===== src/pkg/msel_pkg.sv =====
// Shared constants and types of the master selector
package msel_pkg;
	// Pointer values of the upstream register set
	localparam logic [1:0] PTR_MASK = 2'h0;
	localparam logic [1:0] PTR_CTRL = 2'h1;
	localparam logic [1:0] PTR_STAT = 2'h2;
	localparam logic [1:0] PTR_NONE = 2'h3;
	// Control register bit positions
	localparam int CTL_SEL   = 0;
	localparam int CTL_PSEL  = 1;
	localparam int CTL_CON   = 2;
	localparam int CTL_PCON  = 3;
	localparam int CTL_RREQ  = 4;
	localparam int CTL_TEST  = 6;
	localparam int CTL_PTEST = 7;
	// Mask and status bit positions (same layout)
	localparam int MSK_INTIN = 0;
	localparam int MSK_RDONE = 1;
	localparam int MSK_DIRTY = 2;
	localparam int MSK_LOST  = 3;
	localparam int MSK_W     = 4;
	// Byte framing: bit count on the acknowledge clock
	localparam logic [3:0] ACK_BIT = 4'h8;
	// Recovery timing at a 40 MHz core clock
	localparam int CLK_NS        = 25;
	localparam int RECOV_HALF_NS = 5000;
	localparam int RECOV_PULSES  = 9;
	localparam logic [7:0] RECOV_HALF_CYC = 8'(RECOV_HALF_NS / CLK_NS);
	localparam logic [4:0] RECOV_HALVES   = 5'(2 * RECOV_PULSES);
	// Recovery sequencer and upstream slave phases
	typedef enum logic [1:0] {R_IDLE, R_CLK, R_STOP} recov_e;
	typedef enum logic [2:0] {P_IDLE, P_ADDR, P_CMD, P_WDATA, P_RDATA} phase_e;
endpackage


===== src/pkg/upstream_if.sv =====
// Register access carrier between an upstream slave and the core
interface upstream_if;
	logic       wr;
	logic       rd;
	logic       stop;
	logic [1:0] ptr;
	logic [7:0] wdata;
	logic [7:0] rdata;
	modport slave (output wr, rd, stop, ptr, wdata, input rdata);
	modport core  (input wr, rd, stop, ptr, wdata, output rdata);
endinterface


===== src/upstream_slave.sv =====
// Upstream serial slave: address, pointer, register write and read
module upstream_slave (
	input  wire logic       clock_i,  // Core clock
	input  wire logic       rstn_i,   // Async reset, active low
	input  wire logic [6:0] addr_i,   // Own slave address
	input  wire logic       scl_i,    // Upstream clock pin
	input  wire logic       sda_i,    // Upstream data pin
	output logic            sda_oe_o, // Pull data low
	upstream_if.slave       bus       // Register access
);
	typedef struct packed {
		logic [1:0]      scl_s;
		logic [1:0]      sda_s;
		logic            scl_p;
		logic            sda_p;
		msel_pkg::phase_e ph;
		logic [3:0]      bits;
		logic [7:0]      sh;
		logic [7:0]      tx;
		logic [1:0]      ptr;
		logic            drv;
		logic            wr;
		logic            rd;
		logic            stop;
	} slave_s;

	slave_s q;
	slave_s n;
	logic   scl;
	logic   sda;
	logic   ack_ok;

	// Synchronised pin levels, second stage only
	assign scl = q.scl_s[1];
	assign sda = q.sda_s[1];

	// Acknowledge decision at the fall after the eighth bit
	assign ack_ok = (q.ph == msel_pkg::P_ADDR && q.sh[7:1] == addr_i)
		| (q.ph == msel_pkg::P_CMD && q.sh[7:5] == 3'h0 && q.sh[3:2] == 2'h0
		&& q.sh[1:0] != msel_pkg::PTR_NONE)
		| (q.ph == msel_pkg::P_WDATA && q.ptr != msel_pkg::PTR_STAT);

	// Next state
	always_comb begin
		n = q;
		n.scl_s = {q.scl_s[0], scl_i};
		n.sda_s = {q.sda_s[0], sda_i};
		n.scl_p = scl;
		n.sda_p = sda;
		n.wr = 1'b0;
		n.rd = 1'b0;
		n.stop = 1'b0;
		if (scl && q.scl_p && q.sda_p && !sda) begin
			n.ph = msel_pkg::P_ADDR;
			n.bits = 4'h0;
			n.drv = 1'b0;
		end else if (scl && q.scl_p && !q.sda_p && sda) begin
			n.ph = msel_pkg::P_IDLE;
			n.drv = 1'b0;
			n.stop = 1'b1;
		end else if (scl && !q.scl_p && q.ph != msel_pkg::P_IDLE) begin
			if (q.bits != msel_pkg::ACK_BIT) begin
				n.sh = {q.sh[6:0], sda};
				n.bits = q.bits + 4'h1;
			end else begin
				n.bits = 4'h0;
				unique case (q.ph)
					msel_pkg::P_IDLE: begin
					end
					msel_pkg::P_ADDR: begin
						if (!q.drv) begin
							n.ph = msel_pkg::P_IDLE;
						end else if (q.sh[0]) begin
							n.ph = msel_pkg::P_RDATA;
							n.tx = bus.rdata;
							n.rd = 1'b1;
						end else begin
							n.ph = msel_pkg::P_CMD;
						end
					end
					msel_pkg::P_CMD: begin
						n.ph = q.drv ? msel_pkg::P_WDATA : msel_pkg::P_IDLE;
						if (q.drv) begin
							n.ptr = q.sh[1:0];
						end
					end
					msel_pkg::P_WDATA: begin
						n.wr = q.drv;
					end
					msel_pkg::P_RDATA: begin
						if (sda) begin
							n.ph = msel_pkg::P_IDLE;
						end else begin
							n.tx = bus.rdata;
							n.rd = 1'b1;
						end
					end
				endcase
			end
		end else if (!scl && q.scl_p && q.ph != msel_pkg::P_IDLE) begin
			if (q.bits == msel_pkg::ACK_BIT) begin
				n.drv = ack_ok;
			end else begin
				n.drv = q.ph == msel_pkg::P_RDATA && !q.tx[~q.bits[2:0]];
			end
		end
	end

	// State register
	always_ff @(posedge clock_i or negedge rstn_i) begin
		if (!rstn_i) begin
			q <= '0;
		end else begin
			q <= n;
		end
	end

	// Outputs
	assign sda_oe_o  = q.drv;
	assign bus.wr    = q.wr;
	assign bus.rd    = q.rd;
	assign bus.stop  = q.stop;
	assign bus.ptr   = q.ptr;
	assign bus.wdata = q.sh;
endmodule


===== src/msel_core.sv =====
// Two-to-one master selector core: registers, switching, recovery, interrupts
// Behaviour
// - No arbitration, any master takes the bus
// - Equal own and peer select means ownership
// - Downstream connected only when connect bits differ
// - Disconnect combination ignores select bits entirely
// - Disconnected former owner gets lost flag, interrupt
// - Differing connect bits connect the select owner, maybe recover
// - New select owner replaces old owner, interrupts raised
// - Ownership move flags old owner, maskable interrupt
// - Recovery sends nine downstream clock pulses
// - Downstream data stays released during recovery clocks
// - Recovery ends with a downstream STOP
// - Recovery done connects, flags, maskable interrupt
// - Switching happens on requester's own STOP
// - Switch on busy bus flags dirty, maskable
// - Test bits force own or peer interrupt
// - Register writes land on acknowledge clock rise
// - Separate mask register copy per master
// - Downstream interrupt passes unless masked
module msel_core (
	input  wire logic       clock_i,      // Core clock, 40 MHz
	input  wire logic       rstn_i,       // Async reset, active low
	input  wire logic [6:0] slave_addr_i, // Static slave address
	input  wire logic [1:0] up_scl_i,     // Upstream clock pins
	input  wire logic [1:0] up_sda_i,     // Upstream data pins
	output logic      [1:0] up_sda_oe_o,  // Upstream data pull low
	output logic      [1:0] int_n_oe_o,   // Interrupt pins pull low
	input  wire logic       ds_scl_i,     // Downstream clock pin
	input  wire logic       ds_sda_i,     // Downstream data pin
	output logic            ds_scl_oe_o,  // Downstream clock pull low
	output logic            ds_sda_oe_o,  // Downstream data pull low
	input  wire logic       ds_irq_n_i,   // Downstream interrupt, low active
	output logic            link_on_o,    // Downstream joined to a master
	output logic            link_owner_o  // Joined master index
);
	typedef struct packed {
		logic [1:0]                       dsc_s;
		logic [1:0]                       dsd_s;
		logic [1:0]                       irqn_s;
		logic                             dsc_p;
		logic                             dsd_p;
		logic [1:0][msel_pkg::MSK_W-1:0]  mask;
		logic [1:0]                       sel;
		logic [1:0]                       con;
		logic [1:0]                       rreq;
		logic [1:0]                       ttest;
		logic [1:0]                       ptest;
		logic [1:0]                       pend;
		logic [1:0]                       lost;
		logic [1:0]                       dirty;
		logic [1:0]                       rdone;
		logic                             on;
		logic                             owner;
		logic                             busy;
		logic                             tgt;
		msel_pkg::recov_e                 rs;
		logic [7:0]                       cnt;
		logic [4:0]                       halves;
		logic                             scl_drv;
		logic                             sda_drv;
		logic [1:0]                       irq;
	} core_s;

	core_s      q;
	core_s      n;
	logic [1:0] wr_w;
	logic [1:0] rd_w;
	logic [1:0] stop_w;
	logic [1:0] ptr_w [2];
	logic [7:0] wd_w  [2];
	logic [7:0] rdat  [2];
	logic [3:0] pulses_q;

	upstream_if u_if [2] ();

	// One upstream slave per master channel
	for (genvar g = 0; g < 2; g++) begin : g_up
		upstream_slave u_slave (
			.clock_i  (clock_i),
			.rstn_i   (rstn_i),
			.addr_i   (slave_addr_i),
			.scl_i    (up_scl_i[g]),
			.sda_i    (up_sda_i[g]),
			.sda_oe_o (up_sda_oe_o[g]),
			.bus      (u_if[g])
		);
		assign wr_w[g]       = u_if[g].wr;
		assign rd_w[g]       = u_if[g].rd;
		assign stop_w[g]     = u_if[g].stop;
		assign ptr_w[g]      = u_if[g].ptr;
		assign wd_w[g]       = u_if[g].wdata;
		assign u_if[g].rdata = rdat[g];
	end

	// Peer select as seen by channel c
	function automatic logic peer_sel(input logic [1:0] sel, input int c);
		return (c == 0) ? sel[1] : !sel[0];
	endfunction

	// Read-back bytes per channel
	always_comb begin
		for (int c = 0; c < 2; c++) begin
			rdat[c] = 8'h00;
			unique case (ptr_w[c])
				msel_pkg::PTR_MASK: rdat[c][msel_pkg::MSK_W-1:0] = q.mask[c];
				msel_pkg::PTR_CTRL: begin
					rdat[c][msel_pkg::CTL_SEL]   = q.sel[c];
					rdat[c][msel_pkg::CTL_PSEL]  = peer_sel(q.sel, c);
					rdat[c][msel_pkg::CTL_CON]   = q.con[c];
					rdat[c][msel_pkg::CTL_PCON]  = q.con[1-c];
					rdat[c][msel_pkg::CTL_RREQ]  = q.rreq[c];
					rdat[c][msel_pkg::CTL_TEST]  = q.ttest[c];
					rdat[c][msel_pkg::CTL_PTEST] = q.ptest[c];
				end
				msel_pkg::PTR_STAT: begin
					rdat[c][msel_pkg::MSK_LOST]  = q.lost[c];
					rdat[c][msel_pkg::MSK_DIRTY] = q.dirty[c];
					rdat[c][msel_pkg::MSK_RDONE] = q.rdone[c];
					rdat[c][msel_pkg::MSK_INTIN] = !q.irqn_s[1];
				end
				msel_pkg::PTR_NONE: rdat[c] = 8'h00;
			endcase
		end
	end

	// Next state of the core
	always_comb begin
		logic non;
		logic nown;
		non = 1'b0;
		nown = 1'b0;
		n = q;
		n.dsc_s = {q.dsc_s[0], ds_scl_i};
		n.dsd_s = {q.dsd_s[0], ds_sda_i};
		n.irqn_s = {q.irqn_s[0], ds_irq_n_i};
		n.dsc_p = q.dsc_s[1];
		n.dsd_p = q.dsd_s[1];
		// Bus sensor
		if (q.dsc_s[1] && q.dsc_p && q.dsd_p && !q.dsd_s[1]) begin
			n.busy = 1'b1;
		end else if (q.dsc_s[1] && q.dsc_p && !q.dsd_p && q.dsd_s[1]) begin
			n.busy = 1'b0;
		end
		// Register access per channel; status clear first so sets win
		for (int c = 0; c < 2; c++) begin
			if (rd_w[c] && ptr_w[c] == msel_pkg::PTR_STAT) begin
				n.lost[c] = 1'b0;
				n.dirty[c] = 1'b0;
				n.rdone[c] = 1'b0;
			end
			if (wr_w[c] && ptr_w[c] == msel_pkg::PTR_MASK) begin
				n.mask[c] = wd_w[c][msel_pkg::MSK_W-1:0];
			end
			if (wr_w[c] && ptr_w[c] == msel_pkg::PTR_CTRL) begin
				n.sel[c]   = wd_w[c][msel_pkg::CTL_SEL];
				n.con[c]   = wd_w[c][msel_pkg::CTL_CON];
				n.rreq[c]  = wd_w[c][msel_pkg::CTL_RREQ];
				n.ttest[c] = wd_w[c][msel_pkg::CTL_TEST];
				n.ptest[c] = wd_w[c][msel_pkg::CTL_PTEST];
				n.pend[c]  = 1'b1;
			end
		end
		// Apply a pending change on its writer's STOP, no arbitration
		for (int c = 0; c < 2; c++) begin
			if (stop_w[c] && q.pend[c] && q.rs == msel_pkg::R_IDLE) begin
				n.pend[c] = 1'b0;
				non = q.con[0] ^ q.con[1];
				nown = q.sel[0] != q.sel[1];
				if (!non) begin
					if (q.on) begin
						n.lost[q.owner] = 1'b1;
					end
					n.on = 1'b0;
				end else if (!(q.on && nown == q.owner)) begin
					if (q.on) begin
						n.lost[q.owner] = 1'b1;
					end
					n.tgt = nown;
					n.rreq[c] = 1'b0;
					if (q.rreq[c]) begin
						n.on = 1'b0;
						n.rs = msel_pkg::R_CLK;
						n.cnt = 8'h00;
						n.halves = 5'h00;
						n.scl_drv = 1'b1;
					end else begin
						n.on = 1'b1;
						n.owner = nown;
						if (q.busy) begin
							n.dirty[nown] = 1'b1;
						end
					end
				end
			end
		end
		// Recovery: nine clocks with data released, then a STOP
		if (q.rs != msel_pkg::R_IDLE) begin
			n.cnt = q.cnt + 8'h01;
			if (q.cnt == msel_pkg::RECOV_HALF_CYC - 8'h01) begin
				n.cnt = 8'h00;
				n.halves = q.halves + 5'h01;
				if (q.rs == msel_pkg::R_CLK) begin
					n.scl_drv = !q.scl_drv;
					if (q.halves == msel_pkg::RECOV_HALVES - 5'h01) begin
						n.rs = msel_pkg::R_STOP;
						n.halves = 5'h00;
						n.sda_drv = 1'b1;
					end
				end else if (q.halves == 5'h00) begin
					n.scl_drv = 1'b0;
				end else begin
					n.sda_drv = 1'b0;
					n.rs = msel_pkg::R_IDLE;
					n.on = 1'b1;
					n.owner = q.tgt;
					n.rdone[q.tgt] = 1'b1;
				end
			end
		end
		// Interrupt levels per channel
		for (int c = 0; c < 2; c++) begin
			n.irq[c] = (q.lost[c] && !q.mask[c][msel_pkg::MSK_LOST])
				|| (q.dirty[c] && !q.mask[c][msel_pkg::MSK_DIRTY])
				|| (q.rdone[c] && !q.mask[c][msel_pkg::MSK_RDONE])
				|| (!q.irqn_s[1] && !q.mask[c][msel_pkg::MSK_INTIN])
				|| q.ttest[c] || q.ptest[1-c];
		end
	end

	// State register
	always_ff @(posedge clock_i or negedge rstn_i) begin
		if (!rstn_i) begin
			q <= '0;
		end else begin
			q <= n;
		end
	end

	// Outputs
	assign int_n_oe_o   = q.irq;
	assign ds_scl_oe_o  = q.scl_drv;
	assign ds_sda_oe_o  = q.sda_drv;
	assign link_on_o    = q.on;
	assign link_owner_o = q.owner;

	// Released clock pulses counted during recovery
	always_ff @(posedge clock_i or negedge rstn_i) begin
		if (!rstn_i) begin
			pulses_q <= 4'h0;
		end else if (q.rs == msel_pkg::R_IDLE) begin
			pulses_q <= 4'h0;
		end else if (q.rs == msel_pkg::R_CLK && q.scl_drv && !n.scl_drv) begin
			pulses_q <= pulses_q + 4'h1;
		end
	end
endmodule


===== config.mk =====
export PLATFORM = sky130hd
export DESIGN_NAME = msel_core
export DESIGN_NICKNAME = d
export VERILOG_FILES = /design/src/pkg/msel_pkg.sv /design/src/pkg/upstream_if.sv /design/src/upstream_slave.sv /design/src/msel_core.sv
export SDC_FILE = /design/constraint.sdc
export NUM_CORES = 1
export LEC_CHECK = 0
export BUFFER_PORTS_ARGS = -buffer_cell sky130_fd_sc_hd__buf_2
export CORE_MARGIN = 4
export CORE_UTILIZATION = 56
export DETAILED_ROUTE_END_ITERATION = 8
export PLACE_DENSITY = 0.87
export SETUP_SLACK_MARGIN = 0.1
export SLEW_MARGIN = 15
export SYNTH_ARGS = -nofsm -noshare
export SYNTH_HDL_FRONTEND = slang
export SYNTH_HIERARCHICAL = 1
export SYNTH_SLANG_ARGS = --single-unit

===== constraint.sdc =====
create_clock -name clock_i -period 1.69 [get_ports clock_i]
set_input_delay 0.169 -clock clock_i [delete_from_list [all_inputs] [get_ports clock_i]]
set_output_delay 0.169 -clock clock_i [all_outputs]
set_load 0.005 [all_outputs]

* Yosys cells after proc, flatten, opt, wreduce, memory -nomap -nowiden
Cells that the tools add are included.
** Word-level totals
- Flip-flop bits (word level) :: 127
- Latch bits :: 0
- Memory bits (writable) :: 0
- ROM bits :: 0
- Bits of input ports :: 16
- Output and inout bits :: 8
- Word-level logic and storage cells :: 413
- Memories :: 0
** Cells by class
- Add/subtract/negate cells :: 4
- Multipliers :: 0
- Div/mod/pow operators :: 0
- Magnitude comparators :: 8
- Equality and inequality tests :: 45
- Shift-type cells :: 0
- Multiplexer cells :: 154
- Bitwise logic cells :: 18
- Reduce and logical (&&, ||, !) cells :: 127
** Operators with widths (number)
- 17-bit two-way mux :: 8
- 2-bit two-way mux :: 34
- 8-bit two-way mux :: 8
- 1-bit logical AND :: 57
- 1-bit two-way mux :: 57
- 25-bit two-way mux :: 2
- 22-bit two-way mux :: 2
- 3-bit two-way mux :: 12
- 4-bit two-way mux :: 9
- 16-bit two-way mux :: 2
- 4-bit one-hot mux with 4 select lines :: 2
- 8-bit one-hot mux with 2 select lines :: 2
- 1-bit logical NOT :: 23
- 10-bit two-way mux :: 2
- 4-bit AND reduction :: 5
- 3-bit one-hot mux with 3 select lines :: 2
- 3-bit nonzero test :: 6
- 8-bit AND reduction :: 2
- 2-bit nonzero test :: 8
- 5-bit two-way mux :: 3
- 7-bit equality test :: 2
- 7-bit two-way mux :: 2
- 2-bit by 1-bit != test with 1-bit output, second input constant :: 7
- 2-bit != test, second input constant :: 7
- 34 further kinds :: 92

* Logic depth before layout (Yosys ltp)
- Word-level depth :: 17
- Mapped depth :: 9
- Mapped depth without buffers :: 7

* Hierarchy
Netlist, hierarchy kept.
** Modules (own cells, without submodules)
- msel_core :: times used 1, cells each 277, area each 2849.0 um^2, seq. area each 1426.4 um^2
- upstream_slave at g_up[0].u_slave :: times used 1, cells each 149, area each 1789.2 um^2, seq. area each 875.8 um^2
- upstream_slave at g_up[1].u_slave :: times used 1, cells each 150, area each 1789.2 um^2, seq. area each 875.8 um^2

* Worst setup path after synthesis
Ideal clock, no wire load.
- Kind :: reg2reg
- Start :: reg g_up[1].u_slave/q[22] in the netlist's numbering
- End :: reg g_up[1].u_slave/q[10] in the netlist's numbering
- Setup time :: 0.125 ns
- Arrival :: 1.725 ns
- Data required time :: 1.565 ns
- Slack :: -0.160 ns
- Stages on the path, launching flop included :: 8
- Buffers on the path :: 1
- Period minus slack after synthesis :: 1.850 ns
- Cell sequence :: dfrtp_1 > inv_1 > ha_1 > and3_2 > nand2_2 > or3_1 > buf_6 > mux2_4
** Between the ends
- Word-level cells in the longest chain between the ends :: 3
** Ends and longest elaborated chain
- start, declared :: RTL line upstream_slave.sv:27 : slave_s q;
- start signal, assigned :: RTL line upstream_slave.sv:114 : q <= n;
- 4-bit != test :: RTL line upstream_slave.sv:62 : if (q.bits != msel_pkg::ACK_BIT) begin
- 1-bit inverter (no source line)
- 8-bit AND reduction (no source line)
Every way passes these cells.
A chain may end at the register's enable or synchronous reset.

* Worst setup path after layout
- Start :: reg g_up[1].u_slave/q[26] in the netlist's numbering
- End :: reg g_up[1].u_slave/q[13] in the netlist's numbering
** Between the ends
- Word-level cells in the longest chain between the ends :: 3
- Elaborated cells between the ends (all ways) :: 10
- Those cells by class :: eq/ne (5); mux (1); reduce/logical (4)
** Ends and longest elaborated chain
- 3-bit by 1-bit equality test with 1-bit output (tied with other cells) :: RTL line upstream_slave.sv:67 : unique case (q.ph)
- 2-bit by 1-bit != test with 1-bit output (no source line) (tied with other cells)
- 8-bit AND reduction (no source line)
Several ways; a longest one is shown, not always the timed one.

==> impl_metrics.json <==
{
  "r2r_cells": 6,
  "vias": 5214,
  "h-tree-depth": 4,
  "fmax_mhz": 562,
  "final_common_cell": "dfrtp_1",
  "grt_pass1_vias": 5378,
  "drt_iter0_markers": 588,
  "grt_max_degree": 96,
  "min_path_type": "primary input to asynchronous set/reset pin",
  "initial_core_util_pct": 58.1,
  "cp_max_fo": 7,
  "drtAntennaViolNets": 0,
  "io-pin-count": 24,
  "synthToLayoutAreaGrowth_pct": 31.3,
  "cts_tree": "built",
  "wl_um": 17600,
  "critical_path_required_ns": 1.99,
  "layout_common_cells": "119 x dfrtp_1, 73 x buf_4, 46 x nand2_1, 32 x mux2_2, 26 x mux2_4",
  "cp-end-kind": "flip-flop",
  "clock_skew_ns": 0.0112,
  "antenna_found_initial": 0,
  "pwr_density_cell_nw_per_um2": 1100,
  "critPathLaunchType": "flip-flop",
  "cts.clk_slew.worst_paths_ns": 0.06,
  "fin_util_pct": 76.3,
  "core_um2": 11000,
  "setup_ws_ns": -0.0890,
  "placed_area_um2": 6950,
  "syn_area_per_cell_um2": 11.2,
  "crit_arrival_ns": 2.08,
  "drive_gt1_share_pct": 43.0,
  "finalSetupViolations": 27,
  "finalPower_mw": 9.24,
  "overflow": 0,
  "peakVddDrop_mv": 1.47,
  "violations": "negative setup slack",
  "period_share_pct": 105,
  "dieArea_um2": 13200,
  "cts.sinks": 127,
  "dp_hpwl_um": 9880,
  "die_h_um": 115,
  "outcome": "complete, but fails checks",
  "die_x_um": 115,
  "hold_viol": 0,
  "n_fill_cell": 617,
  "rows": 38,
  "clock_latency_ns": 0.43,
  "wl_per_cell_um": 21.0,
  "gp_congestion": 0.957,
  "nets": 706,
  "drcViolationCount": 0,
  "port-buffer-count": 23,
  "ys_warn_count": 6,
  "cts_made_buffers": 17,
  "hold_ws_ns": 0.113,
  "maxCapViolations": 0,
  "dr.pass1.iters": 5,
  "design_area_um2": 8420,
  "final_cells": 835,
  "grt_pass1_wl_um": 26900,
  "dp_cells": 756,
  "path_class": "flip-flop to flip-flop",
  "drt-vias-per-instance": 6.24,
  "slew_violations": 0,
  "period_needed_ns": 1.78,
  "cts_root_buf": "clkbuf_16",
  "syn_inst": 574,
  "p_leak_nw": 3.89,
  "rsz0062_at_grt": "true",
  "syn_area_um2": 6410,
  "clock_path_buffers": 2,
  "grt.total_usage_pct": 26.2,
  "antenna_cells": 0
}
[metrics by stage]
step | TNS (ns) | setup slack [ns]
after floorplan | -0.389 | -0.0484
after global placement | -0.107 | -0.0136
after detailed placement | -0.750 | -0.0902
after CTS | -0.300 | -0.0543
after global routing | -2.92 | -0.140
final | -1.40 | -0.0890
[path summary, 6_finish.rpt]
kind | startpoint | endpoint | slack [ns]
max reg2reg | g_up[1].u_slave/q[26] | g_up[1].u_slave/q[13] | -0.09
min reg2reg | n[56] | n[50] | 0.35
min | rstn_i | q[16] | 0.11
max | g_up[1].u_slave/q[26] | g_up[1].u_slave/q[13] | -0.09
max in group asynchronous | rstn_i | g_up[0].u_slave/q[26] | 0.85
min in group clock_i | n[56] | n[50] | 0.35
[where the power goes]
group / leakage, nW / total [mW] / internal (mW) / switching (mW)
sequential: 1.66 / 3.75 / 3.34 / 0.406
combinational: 1.94 / 1.70 / 0.882 / 0.821
clock: 0.292 / 3.79 / 2.40 / 1.39
total: 3.89 / 9.24 / 6.62 / 2.62
[routing by layer]
layer	global-route usage [%]	vias up	share of wire [%]
met1	32.6	2633	40
met4	9.78	0	3.2
li1	-	2277	-
met5	0	-	0
met2	44.4	244	51
met3	6.53	60	5.7
[state kept, by name, indices dropped and copies added (netlist names), 4 cells and up]
| register | cells |
|---|---|
| g_up.u_slave/bus.wdata | 16 |
| g_up.u_slave/n | 8 |
| g_up.u_slave/bus.ptr | 4 |
| g_up.u_slave/q | 34 |
| n | 5 |
| q | 46 |
[area by class of cell]
type                       instances  area (um2)  share of cell area [%]
tap                              140         175                    2.08
inverter                          19        71.3                   0.847
sequential                       127        3190                    37.9
clock buffer                      19         453                    5.38
clock inverter                    13         161                    1.92
multi-input combinational        394        3360                    40.0
timing repair buffer             123        1000                    11.9
[worst max-delay path: stages (launching register included)]
cell and delay [ns]:
dfrtp_2 0.45, inv_2 0.07, nor2_2 0.13, a32oi_1 0.15
or3_4 0.41, buf_6 0.15, mux2_4 0.30
[timing repair]
action	in CTS	in global routing
hold endpoints to repair	134	0
hold buffers	8	0
setup buffers	21	15
cloned	2	1
setup endpoints to repair	58	74
pin swaps	23	38
gates resized for setup	40	75
Power figures use the tool's default switching activity.
